--- config.mk ---
export PLATFORM = sky130hd
export DESIGN_NAME = ide_mode_dev_flat
export DESIGN_NICKNAME = d
export VERILOG_FILES = /design/src/hw/ide_mode_pkg.sv /design/src/hw/ide_mode_if.sv /design/src/hw/ide_port_decoder.sv /design/src/hw/ide_mode_dev.sv /design/src/flat_wrapper.sv
export VERILOG_INCLUDE_DIRS = /design/src /design/src/hw
export SDC_FILE = /design/constraint.sdc
export NUM_CORES = 1
export LEC_CHECK = 0
export BUFFER_PORTS_ARGS = -buffer_cell sky130_fd_sc_hd__buf_2
export CORE_MARGIN = 4
export CORE_UTILIZATION = 29
export CTS_BUF_LIST = sky130_fd_sc_hd__clkbuf_4
export DETAILED_ROUTE_END_ITERATION = 7
export SYNTH_ARGS = -nofsm -noshare
export SYNTH_HDL_FRONTEND = slang
export SYNTH_SLANG_ARGS = --single-unit
--- constraint.sdc ---
create_clock -name pclk -period 4.45 [get_ports pclk]
set_input_delay 0.89 -clock pclk [delete_from_list [all_inputs] [get_ports pclk]]
set_output_delay 0.89 -clock pclk [all_outputs]
set_load 0.05 [all_outputs]
--- src/hw/ide_mode_regs.svh ---
// Offsets, field positions, reset values and fixed port addresses of the
// two-channel disk controller mode logic and of its host-side controller.
// Assumes it is included by bare name from the package and the modules.
`ifndef IDE_MODE_REGS_SVH
`define IDE_MODE_REGS_SVH

// ---------------------------------------------------------------------------
// Device configuration space
// ---------------------------------------------------------------------------
`define CFG_ID_OFS        8'h00
`define CFG_CMD_OFS       8'h04
`define CFG_CLASS_OFS     8'h08
`define CFG_BAR_FIRST_OFS 8'h10
`define CFG_BAR_LAST_OFS  8'h1C
`define CFG_INTR_OFS      8'h3C
`define CMD_IO_EN_BIT     0
`define PI_MODE_PRI_BIT   0
`define PI_CAP_PRI_BIT    1
`define PI_MODE_SEC_BIT   2
`define PI_CAP_SEC_BIT    3
`define PI_BYTE_LSB       8
`define CLASS_BASE        8'h01
`define CLASS_SUB         8'h01
`define REV_ID            8'h00
// Arbitrary identity value, names no real maker or part.
`define DEV_ID_VAL        32'h1234_5678
`define INTR_PIN_INTA     8'h01
`define MODE_RST          2'h0
`define CAP_BITS          2'h3
`define FREEZE_LEGACY_BAR 1'h1
`define BAR_IO_FLAG       32'h0000_0001
`define BAR_CMD_MASK      32'hFFFF_FFF8
`define BAR_CTL_MASK      32'hFFFF_FFFC

// ---------------------------------------------------------------------------
// Fixed legacy resources
// ---------------------------------------------------------------------------
`define LEG_PRI_CMD       16'h01F0
`define LEG_PRI_CTL       16'h03F6
`define LEG_SEC_CMD       16'h0170
`define LEG_SEC_CTL       16'h0376
`define CTL_BYTE_OFS      2'h2

// ---------------------------------------------------------------------------
// Host controller APB registers
// ---------------------------------------------------------------------------
`define H_CTRL_OFS        12'h000
`define H_ADDR_OFS        12'h004
`define H_WDATA_OFS       12'h008
`define H_RDATA_OFS       12'h00C
`define H_STATUS_OFS      12'h010
`define H_INT_STAT_OFS    12'h014
`define H_INT_MASK_OFS    12'h018
`define CTRL_GO_BIT       0
`define CTRL_IO_BIT       1
`define CTRL_WE_BIT       2
`define EV_DONE_BIT       0
`define EV_IRQ_PRI_BIT    1
`define EV_IRQ_SEC_BIT    2
`define EV_INTX_BIT       3

`endif

--- src/hw/ide_mode_pkg.sv ---
// Types shared by the device end and the host end of the mode logic.
// Assumes the register header is on the include path.
`include "ide_mode_regs.svh"

package ide_mode_pkg;

  // -------------------------------------------------------------------------
  // Device state
  // -------------------------------------------------------------------------
  typedef struct packed {
    logic             io_en;
    logic [1:0]       mode;
    logic [3:0][31:0] bar;
    logic             cfg_ack;
    logic             io_busy;
    logic             io_ack;
    logic             io_hit;
    logic [31:0]      rdata;
    logic             acc_valid;
    logic             acc_we;
    logic             acc_chan;
    logic             acc_ctl;
    logic [2:0]       acc_ofs;
    logic [7:0]       acc_wdata;
    logic [1:0]       irq_out;
    logic [1:0]       irq_oe_n;
    logic             intx_out;
    logic             intx_oe_n;
  } dev_regs_t;

  // -------------------------------------------------------------------------
  // Host state
  // -------------------------------------------------------------------------
  typedef enum logic [1:0] {H_IDLE, H_CFG, H_IO} host_state_t;

  typedef struct packed {
    host_state_t st;
    logic        kind_io;
    logic        we;
    logic [15:0] addr;
    logic [31:0] wdata;
    logic [31:0] rdata;
    logic        hit;
    logic [2:0]  s1;
    logic [2:0]  s2;
    logic [2:0]  s3;
    logic [3:0]  int_stat;
    logic [3:0]  int_mask;
    logic        pready;
    logic        pslverr;
    logic [31:0] prdata;
    logic        irq;
  } host_regs_t;

endpackage : ide_mode_pkg

--- src/hw/ide_mode_if.sv ---
// Link between the host bridge side and the disk controller function.
// Both ends run on the same pclk; tristate lines travel as value and enable pairs that the host end decodes.
`timescale 1ns/10ps

interface ide_mode_if;
  logic        cfg_req;
  logic        io_req;
  logic        req_we;
  logic [15:0] req_addr;
  logic [31:0] req_wdata;
  logic        cfg_ack;
  logic        io_ack;
  logic        io_hit;
  logic [31:0] rdata;
  logic [1:0]  irq_out;
  logic [1:0]  irq_oe_n;
  logic        intx_out;
  logic        intx_oe_n;

  modport dev (
    input  cfg_req, io_req, req_we, req_addr, req_wdata,
    output cfg_ack, io_ack, io_hit, rdata, irq_out, irq_oe_n, intx_out, intx_oe_n
  );

  modport host (
    output cfg_req, io_req, req_we, req_addr, req_wdata,
    input  cfg_ack, io_ack, io_hit, rdata, irq_out, irq_oe_n, intx_out, intx_oe_n
  );
endinterface : ide_mode_if

--- src/hw/ide_port_decoder.sv ---
// Address decode for one channel: fixed legacy ports or relocated ports.
// Assumes the address and base registers are stable in the calling cycle.
`timescale 1ns/10ps
`include "ide_mode_regs.svh"

module ide_port_decoder #(
  parameter logic [15:0] LEG_CMD = `LEG_PRI_CMD,
  parameter logic [15:0] LEG_CTL = `LEG_PRI_CTL
) (
  input  wire logic        io_en,
  input  wire logic        native,
  input  wire logic [15:0] addr,
  input  wire logic [31:0] bar_cmd,
  input  wire logic [31:0] bar_ctl,
  output      logic        hit_cmd,
  output      logic        hit_ctl
);

  logic leg_cmd;
  logic leg_ctl;
  logic nat_cmd;
  logic nat_ctl;

  // Legacy decode ignores the base registers entirely.
  assign leg_cmd = addr[15:3] == LEG_CMD[15:3];
  assign leg_ctl = addr == LEG_CTL;
  // Only byte 2 of the relocated control window is claimed.
  assign nat_cmd = addr[15:3] == bar_cmd[15:3];
  assign nat_ctl = (addr[15:2] == bar_ctl[15:2]) && (addr[1:0] == `CTL_BYTE_OFS);

  // Nothing is claimed while the function is disabled.
  assign hit_cmd = io_en && (native ? nat_cmd : leg_cmd);
  assign hit_ctl = io_en && (native ? nat_ctl : leg_ctl);

endmodule : ide_port_decoder

--- src/hw/ide_mode_dev.sv ---
// Device end: configuration registers, per-channel decode source and
// interrupt routing of a two-channel disk controller function.
// Assumes the host holds each request until its acknowledge, and that the
// channel register logic answers ata_rdata combinationally from acc_*.
`timescale 1ns/10ps
`include "ide_mode_regs.svh"

module ide_mode_dev (
  input  wire logic       pclk,
  input  wire logic       presetn,
  input  wire logic       ce,
  ide_mode_if.dev         link,
  input  wire logic [1:0] chan_irq,
  input  wire logic [7:0] ata_rdata,
  output      logic       acc_valid,
  output      logic       acc_we,
  output      logic       acc_chan,
  output      logic       acc_ctl,
  output      logic [2:0] acc_ofs,
  output      logic [7:0] acc_wdata,
  output      logic [1:0] mode,
  output      logic       io_en
);
  import ide_mode_pkg::*;

  // -------------------------------------------------------------------------
  // Constants
  // -------------------------------------------------------------------------
  localparam logic [1:0] CAP    = `CAP_BITS;
  localparam logic       FREEZE = `FREEZE_LEGACY_BAR;

  localparam dev_regs_t DEV_RST = '{
    mode:      `MODE_RST,
    irq_oe_n:  2'h3,
    intx_oe_n: 1'h1,
    intx_out:  1'h1,
    default:   '0
  };

  dev_regs_t r;
  dev_regs_t r_nxt;

  logic [1:0] hit_cmd;
  logic [1:0] hit_ctl;
  logic [7:0] prog_if;

  // -------------------------------------------------------------------------
  // Per-channel decode
  // -------------------------------------------------------------------------
  localparam logic [1:0][15:0] LEG_CMD = {`LEG_SEC_CMD, `LEG_PRI_CMD};
  localparam logic [1:0][15:0] LEG_CTL = {`LEG_SEC_CTL, `LEG_PRI_CTL};

  for (genvar ch = 0; ch < 2; ch++) begin : g_dec
    ide_port_decoder #(
      .LEG_CMD (LEG_CMD[ch]),
      .LEG_CTL (LEG_CTL[ch])
    ) u_dec (
      .io_en   (r.io_en),
      .native  (r.mode[ch]),
      .addr    (link.req_addr),
      .bar_cmd (r.bar[2*ch]),
      .bar_ctl (r.bar[2*ch+1]),
      .hit_cmd (hit_cmd[ch]),
      .hit_ctl (hit_ctl[ch])
    );
  end

  // Capability and mode pairs form the reported low nibble.
  assign prog_if = {4'h0, CAP[1], r.mode[1], CAP[0], r.mode[0]};

  // -------------------------------------------------------------------------
  // Next state
  // -------------------------------------------------------------------------
  always_comb begin
    int unsigned k;
    logic        ch;
    logic        frozen;
    k      = 0;
    ch     = 1'b0;
    frozen = 1'b0;
    r_nxt  = r;

    // Configuration cycle: acknowledged one cycle after the request is seen.
    r_nxt.cfg_ack = 1'b0;
    if (link.cfg_req && !r.cfg_ack) begin
      r_nxt.cfg_ack = 1'b1;
      r_nxt.rdata   = '0;
      unique case (link.req_addr[7:0])
        `CFG_ID_OFS:    r_nxt.rdata = `DEV_ID_VAL;
        `CFG_CMD_OFS:   r_nxt.rdata = {31'h0000_0000, r.io_en};
        `CFG_CLASS_OFS: r_nxt.rdata = {`CLASS_BASE, `CLASS_SUB, prog_if, `REV_ID};
        `CFG_INTR_OFS:  r_nxt.rdata = {16'h0000, `INTR_PIN_INTA, 8'h00};
        default: begin
          if (link.req_addr[7:0] >= `CFG_BAR_FIRST_OFS &&
              link.req_addr[7:0] <= `CFG_BAR_LAST_OFS &&
              link.req_addr[1:0] == 2'h0) begin
            k      = 32'(link.req_addr[3:2]);
            ch     = link.req_addr[3];
            frozen = FREEZE && !r.mode[ch];
            // A frozen legacy base reads zero; it is never decoded anyway.
            r_nxt.rdata = frozen ? '0 : r.bar[k];
          end
        end
      endcase
      if (link.req_we) begin
        if (link.req_addr[7:0] == `CFG_CMD_OFS) begin
          r_nxt.io_en = link.req_wdata[`CMD_IO_EN_BIT];
        end
        if (link.req_addr[7:0] == `CFG_CLASS_OFS) begin
          // Fixed-mode channels keep their mode.
          if (CAP[0]) begin
            r_nxt.mode[0] = link.req_wdata[`PI_BYTE_LSB + `PI_MODE_PRI_BIT];
          end
          if (CAP[1]) begin
            r_nxt.mode[1] = link.req_wdata[`PI_BYTE_LSB + `PI_MODE_SEC_BIT];
          end
        end
        if (k != 0 || link.req_addr[7:0] == `CFG_BAR_FIRST_OFS) begin
          // Writes to a frozen legacy base are dropped.
          if (!frozen) begin
            r_nxt.bar[k] = (link.req_wdata &
                            (k[0] ? `BAR_CTL_MASK : `BAR_CMD_MASK)) | `BAR_IO_FLAG;
          end
        end
      end
    end

    // IO cycle: decode in the taken cycle with the mode as it stands, so a
    // mode written earlier applies from the next access on.
    r_nxt.acc_valid = 1'b0;
    r_nxt.io_ack    = 1'b0;
    if (link.io_req && !r.io_busy) begin
      r_nxt.io_busy   = 1'b1;
      r_nxt.io_hit    = |{hit_cmd, hit_ctl};
      r_nxt.acc_valid = |{hit_cmd, hit_ctl};
      r_nxt.acc_we    = link.req_we;
      r_nxt.acc_chan  = hit_cmd[1] || hit_ctl[1];
      r_nxt.acc_ctl   = |hit_ctl;
      r_nxt.acc_ofs   = link.req_addr[2:0];
      r_nxt.acc_wdata = link.req_wdata[7:0];
    end else if (r.io_busy && !r.io_ack) begin
      r_nxt.io_ack = 1'b1;
      r_nxt.rdata  = (r.io_hit && !r.acc_we) ? {24'h00_0000, ata_rdata} : '0;
    end else if (r.io_ack) begin
      r_nxt.io_busy = 1'b0;
    end

    // Interrupt routing follows the same mode bits as the decode.
    // The legacy lines are separate pins of this function.
    for (int c = 0; c < 2; c++) begin
      r_nxt.irq_out[c]  = chan_irq[c];
      // Driven only when enabled and legacy, else tristated.
      r_nxt.irq_oe_n[c] = !(r.io_en && !r.mode[c]);
    end
    // Native channels share INTx, open drain, pulled low to assert.
    r_nxt.intx_out  = 1'b0;
    r_nxt.intx_oe_n = !(r.io_en && |(r.mode & chan_irq));
  end

  // -------------------------------------------------------------------------
  // State register
  // -------------------------------------------------------------------------
  always_ff @(posedge pclk or negedge presetn) begin
    if (!presetn) begin
      r <= DEV_RST;
    end else if (ce) begin
      r <= r_nxt;
    end
  end

  // -------------------------------------------------------------------------
  // Outputs
  // -------------------------------------------------------------------------
  assign link.cfg_ack   = r.cfg_ack;
  assign link.io_ack    = r.io_ack;
  assign link.io_hit    = r.io_hit;
  assign link.rdata     = r.rdata;
  assign link.irq_out   = r.irq_out;
  assign link.irq_oe_n  = r.irq_oe_n;
  assign link.intx_out  = r.intx_out;
  assign link.intx_oe_n = r.intx_oe_n;
  assign acc_valid      = r.acc_valid;
  assign acc_we         = r.acc_we;
  assign acc_chan       = r.acc_chan;
  assign acc_ctl        = r.acc_ctl;
  assign acc_ofs        = r.acc_ofs;
  assign acc_wdata      = r.acc_wdata;
  assign mode           = r.mode;
  assign io_en          = r.io_en;

endmodule : ide_mode_dev

--- src/flat_wrapper.sv ---
// flat-port wrapper written by rule: the top's interface ports become plain ports
module ide_mode_dev_flat import ide_mode_pkg::*;
  (pclk, presetn, ce, chan_irq, ata_rdata, acc_valid, acc_we, acc_chan, acc_ctl, acc_ofs, acc_wdata, mode, io_en, link_cfg_req, link_io_req, link_req_we, link_req_addr, link_req_wdata, link_cfg_ack, link_io_ack, link_io_hit, link_rdata, link_irq_out, link_irq_oe_n, link_intx_out, link_intx_oe_n);
  ide_mode_if link_i ();
  input  wire logic pclk;
  input  wire logic presetn;
  input  wire logic ce;
  input  wire logic [1:0] chan_irq;
  input  wire logic [7:0] ata_rdata;
  output      logic acc_valid;
  output      logic acc_we;
  output      logic acc_chan;
  output      logic acc_ctl;
  output      logic [2:0] acc_ofs;
  output      logic [7:0] acc_wdata;
  output      logic [1:0] mode;
  output      logic io_en;
  input wire logic [$bits(link_i.cfg_req)-1:0] link_cfg_req;
  input wire logic [$bits(link_i.io_req)-1:0] link_io_req;
  input wire logic [$bits(link_i.req_we)-1:0] link_req_we;
  input wire logic [$bits(link_i.req_addr)-1:0] link_req_addr;
  input wire logic [$bits(link_i.req_wdata)-1:0] link_req_wdata;
  output wire logic [$bits(link_i.cfg_ack)-1:0] link_cfg_ack;
  output wire logic [$bits(link_i.io_ack)-1:0] link_io_ack;
  output wire logic [$bits(link_i.io_hit)-1:0] link_io_hit;
  output wire logic [$bits(link_i.rdata)-1:0] link_rdata;
  output wire logic [$bits(link_i.irq_out)-1:0] link_irq_out;
  output wire logic [$bits(link_i.irq_oe_n)-1:0] link_irq_oe_n;
  output wire logic [$bits(link_i.intx_out)-1:0] link_intx_out;
  output wire logic [$bits(link_i.intx_oe_n)-1:0] link_intx_oe_n;
  assign link_i.cfg_req = link_cfg_req;
  assign link_i.io_req = link_io_req;
  assign link_i.req_we = link_req_we;
  assign link_i.req_addr = link_req_addr;
  assign link_i.req_wdata = link_req_wdata;
  assign link_cfg_ack = link_i.cfg_ack;
  assign link_io_ack = link_i.io_ack;
  assign link_io_hit = link_i.io_hit;
  assign link_rdata = link_i.rdata;
  assign link_irq_out = link_i.irq_out;
  assign link_irq_oe_n = link_i.irq_oe_n;
  assign link_intx_out = link_i.intx_out;
  assign link_intx_oe_n = link_i.intx_oe_n;
  ide_mode_dev u_core (.pclk(pclk), .presetn(presetn), .ce(ce), .link(link_i), .chan_irq(chan_irq), .ata_rdata(ata_rdata), .acc_valid(acc_valid), .acc_we(acc_we), .acc_chan(acc_chan), .acc_ctl(acc_ctl), .acc_ofs(acc_ofs), .acc_wdata(acc_wdata), .mode(mode), .io_en(io_en));
endmodule
## Word level (Yosys, flattened, before mapping)

Cells that the tools add are included.

- Equality and inequality tests: 14
- Bitwise logic cells: 3
- Magnitude comparators: 6
- Multiplexer cells: 32
- Reductions and logical operators: 41

Operator list:

| operator | number |
|---|---|
| 32-bit 2-to-1 mux | 9 |
| 128-bit bitwise mux | 1 |
| 32-bit one-hot mux with 4 select lines | 1 |
| 32-bit binary-select mux with 2-bit select | 1 |
| 32-bit demux with 2-bit select | 1 |
| 32-bit AND | 1 |
| 16-bit by 10-bit equality test with 1-bit output, second input constant | 2 |
| 32-bit by 1-bit >= comparator with 1-bit output, second input constant | 1 |
| 32-bit by 3-bit less-than comparator with 1-bit output, second input constant | 1 |
| 32-bit nonzero test | 1 |
| 14-bit equality test | 2 |
| 13-bit equality test | 2 |
| 13-bit by 6-bit equality test with 1-bit output, second input constant | 2 |
| 1-bit logical AND | 16 |
| 1-bit 2-to-1 mux | 15 |
| 15-bit 2-to-1 mux | 1 |
| 1-bit logical NOT | 10 |
| 8-bit by 3-bit equality test with 1-bit output, second input constant | 1 |
| 8-bit by 4-bit equality test with 1-bit output, second input constant | 1 |
| 8-bit by 5-bit equality test with 1-bit output, second input constant | 1 |
| 8-bit by 6-bit equality test with 1-bit output, second input constant | 1 |
| 8-bit by 5-bit >= comparator with 1-bit output, second input constant | 1 |
| 8-bit by 5-bit <= comparator with 1-bit output, second input constant | 1 |
| 8-bit logical NOT | 1 |
| 18 further kinds | 22 |

- Input bits: 64
- Flip-flop bits (word level): 188
- Output and inout port bits: 59
- Word-level logic and storage cells: 117

## Depth between registers and ports, before layout

- Depth after elaboration: 11
- Gate-level depth with buffers: 9
- Gate-level depth less buffers: 6

## Cells and area by module

Synthesis repeated with hierarchy kept, for this count alone.

- Cell total of the unflattened synthesis: 736
- Area total of the unflattened synthesis: 9330.2 um^2

Modules (own cells, without submodules):

| module | times used | cells an instance | area an instance (um^2) | sequential area each (um^2) |
|---|---|---|---|---|
| ide_mode_dev | 1 | 603 | 8424.3 | 4609.4 |
| ide_port_decoder (u_core.g_dec[1].u_dec) | 1 | 66 | 454.2 | 0.0 |
| ide_port_decoder (u_core.g_dec[0].u_dec) | 1 | 67 | 451.7 | 0.0 |

## Least setup slack after synthesis

Ideal clock, no wire load.

- Kind: in2reg
- From: input port link_req_addr[6]
- To: register u_core.r[149] in the netlist's numbering
- Required time: 4.325 ns
- Path buffers: 2
- Path slack: 1.357 ns
- Library setup time: 0.125 ns
- Stages on the path: 7
- Arrival: 2.968 ns
- Cells stage by stage: buf_2 > or4_4 > nor4_4 > nand4_4 > nor3b_4 > buf_4 > mux2_2

- Word-level cells in the longest chain between the ends: 11
- Elaborated cells on any way between the ends: 26
- Classes of those cells: order compare (4); eq/ne (4); mux (9); bitwise (1); reduce/logical (8)

Ends and longest elaborated chain:

| element | line | source |
|---|---|---|
| from (decl) | flat_wrapper.sv:21 | `input wire logic [$bits(link_i.req_addr)-1:0] link_req_addr;` |
| 8-bit by 5-bit >= comparator with 1-bit output (no line) / 8-bit by 5-bit <= comparator with 1-bit output (equally long branches) | -- |  |
| 1-bit logical AND (no line) | -- |  |
| 1-bit logical AND | ide_mode_dev.sv:94 | `` if (link.req_addr[7:0] >= `CFG_BAR_FIRST_OFS && `` |
| 2-bit 2-to-1 mux | ide_mode_dev.sv:94 |  |
| 32-bit 2-to-1 mux | ide_mode_dev.sv:88 | `unique case (link.req_addr[7:0])` |
| 32-bit 2-to-1 mux | ide_mode_dev.sv:85 | `if (link.cfg_req && !r.cfg_ack) begin` |
| 32-bit by 1-bit >= comparator with 1-bit output (no line) / 32-bit by 3-bit less-than comparator with 1-bit output (equally long branches) | -- |  |
| 1-bit logical AND (no line) | -- |  |
| 32-bit 2-to-1 mux (no line) | -- |  |
| 32-bit demux with 2-bit select (no line) | -- |  |
| 128-bit bitwise mux (no line) | -- |  |
| to (signal assigned) | ide_mode_dev.sv:167 | `r <= r_nxt;` |
| to (decl) | ide_mode_dev.sv:40 | `dev_regs_t r;` |

Parallel ways exist; a longest one is shown, timed or not. The select of a mux whose other input is x is not followed.
A chain may end at the register's enable or synchronous reset.

## Worst setup path after layout

- From: input port link_req_addr[7]
- To: register u_core.r[144] in the netlist's numbering

Same word-level chain as after synthesis.

==> results.sh <==
export IMPL_cp_start_kind="primary input"
export IMPL_num_io_pins=123
export IMPL_critPathMaxFanout=12
export IMPL_setup_ws_ps=1450
export IMPL_drv_cap=0
export IMPL_syn_num_nets=821
export IMPL_start_util_pct=29.5
export IMPL_port_buffers=122
export IMPL_min_period_ps=3000
export IMPL_clock_tree_buffer_depth=2
export IMPL_synth_most_common_cell="dfrtp_1"
export IMPL_dieWidth_um=188
export IMPL_cts_setup_buffers=0
export IMPL_fin_cells=1232
export IMPL_viasPerCell=5.07
export IMPL_end_kind="register"
export IMPL_yosysWarnings=0
export IMPL_synthArstFlopShare_pct=100
export IMPL_die_y_um=188
export IMPL_yosysTopAreaCell="dfrtp_1"
export IMPL_setup_viol=0
export IMPL_area_sequential_um2=4610
export IMPL_synth_xor_area_share_pct=3.19
export IMPL_synth_edf_count=0
export IMPL_cts_tree="built"
export IMPL_drt_total_wl_um=25100
export IMPL_drtPass1Iterations=6
export IMPL_synth_seq_area_share_pct=49.3
export IMPL_ctsHoldBuffers=0
export IMPL_grt_antenna_before_repair=9
export IMPL_synthSimpleGateAreaFrac_pct=8.16
export IMPL_dieArea_um2=35200
export IMPL_clock_sinks=184
export IMPL_syn_area_per_cell_um2=12.3
export IMPL_clkTransAtPathRegs_ps=160
export IMPL_status="completed"
export IMPL_grt_overflow_total=0
export IMPL_areaGrowthSynthToFinish_pct=10.6
export IMPL_rows=65
export IMPL_synth_compound_area_share_pct=8.00
export IMPL_drc=0
export IMPL_drive_above_1_share_pct=42.4
export IMPL_slew_headroom_pct=25.5
export IMPL_fin_setup_tns_ps=0
export IMPL_rsz0062_at_grt="false"
export IMPL_grt_pass1_wl_um=39400
export IMPL_hold_violations=0
export IMPL_synth_top_family_by_area="multiplexers"
export IMPL_fin_worst_skew_ps=25.2
export IMPL_maxSlewViolCount=0
export IMPL_crit_arrival_ps=3480
export IMPL_clockRootBuffer="clkbuf_4"
export IMPL_synth_area_leaders="dfrtp_1 48%, mux2_2 16%, mux4_2 7.5%"
export IMPL_fillers=3167
export IMPL_multi_input_area_um2=4040
export IMPL_period_share_pct=67.4
export IMPL_final_nets=879
export IMPL_synth_adder_area_share_pct=0
export IMPL_required_ps=4930
export IMPL_grt_pass1_vias=6285
export IMPL_cts_resized=0
export IMPL_cellPowerDensity_nw_per_um2=375
export IMPL_syn_inst=757
export IMPL_dp_slack_ps=836
export IMPL_fmax_mhz=334
export IMPL_htreeDepth=4
export IMPL_core_area_um2=31600
export IMPL_place_congestion=0.880
export IMPL_synth_top_area_share_pct=48.2
export IMPL_placedCellCount=1198
export IMPL_gr_usage_all_layers_pct=14.4
export IMPL_vias=6241
export IMPL_synth_commonest_cells="180 x dfrtp_1, 131 x mux2_2, 52 x buf_4"
export IMPL_grt_max_degree=115
export IMPL_wl_per_cell_um=20.4
export IMPL_muxShareOfSynthArea_pct=23.7
export IMPL_hold_ws_ps=385
export IMPL_drtIter0Drc=405
export IMPL_hold_class="primary input to async pin"
export IMPL_cts_inserted_buffers=17
export IMPL_ys_seq_elements=184
export IMPL_dp_hpwl_um=18200
export IMPL_worst_pin_slew_ps=1110
export IMPL_crit_type="primary input to register"
export IMPL_synth_cell_types=65
export IMPL_clk_latency_ps=590
export IMPL_synth_ff_type="dfrtp_1"
export IMPL_syn_area_um2=9350
export IMPL_ir_drop_v=0.000219
export IMPL_ant_nets=0
export IMPL_p_leak_nw=4.87
[cell type report]
class | instances | share of cell area [%]
multi-input combinational | 442 | 39.1
timing repair buffer | 139 | 7.46
clock inverter | 14 | 1.58
sequential | 184 | 44.6
inverter | 31 | 1.13
antenna | 3 | 0.0726
tap | 402 | 4.86
clock buffer | 17 | 1.23
[critical path: stages]
cell and delay, ps:
buf_2 170, or4_4 610, nor4_4 310, nand4_4 230, nor3b_4 570, buf_4 330
mux2_2 360
[kinds of logic after synthesis]
kind of cell    after synthesis
simple gates                131
xor+xnor                     34
buf+inv                     131
compound gates              111
mux                         166
flops                       184
[cell usage in the layout, fill, tap and decap left out, drive strengths merged, types with 10 or more instances in the layout]
master	n
a21oi	18
a22o	12
buf	138
clkbuf	18
dfrtp	180
inv	37
mux2	133
mux4	31
nand2	42
nand2b	11
nand4	10
nor2	13
nor4	10
o21ai	28
o22ai	10
xnor2	16
xor2	18
[state kept, by name (all words and copies together) (netlist names)]
signal                 flops
u_core.r                 125
u_core.link.rdata         32
u_core.acc_wdata           8
u_core.acc_ofs             3
u_core.link.irq_oe_n       2
u_core.link.irq_out        2
u_core.mode                2
u_core.acc_chan            1
u_core.acc_ctl             1
u_core.acc_valid           1
u_core.acc_we              1
u_core.io_en               1
u_core.link.cfg_ack        1
u_core.link.intx_oe_n      1
u_core.link.intx_out       1
u_core.link.io_ack         1
u_core.link.io_hit         1
[per-stage QoR]
step,total power [mW],cell area [µm²],util [%]
after global routing,4.08,10300,32.7
after detailed placement,2.96,10000,31.7
after global placement,2.94,10000,31.7
after CTS,3.94,10300,32.7
after floorplan,2.78,9350,-
final,3.88,10300,32.7
[routing by layer]
| metal | vias to the layer above | track usage (%) | wire, µm | share of wire (%) |
|---|---|---|---|---|
| met5 | - | 0 | 77 | 0.31 |
| met4 | 14 | 3.81 | 330 | 1.3 |
| met3 | 35 | 4.52 | 1600 | 6.4 |
| met2 | 161 | 21.9 | 11500 | 46 |
| met1 | 3211 | 20.1 | 11600 | 46 |
| li1 | 2820 | - | - | - |
[path summary, 6_finish.rpt]
check / start / end / cells after the start / slack, ps
setup / recovery: link_req_addr[7] / u_core.r[144] / 7 / 1450
hold / removal: presetn / u_core.link.rdata[27] / 1 / 390
setup reg to reg: u_core.mode[1] / u_core.r[144] / 6 / 1470
hold reg to reg: u_core.r[57] / u_core.r[57] / 1 / 490
max in group asynchronous: presetn / u_core.r[75] / 2 / 3060
min in group pclk: u_core.r[57] / u_core.r[57] / 1 / 490
[where the power goes]
group	switching (mW)	internal, mW
Sequential	0.0813	1.80
Clock	0.616	0.347
Combinational	0.767	0.274
No activity file was read; power rests on OpenSTA's default activity.
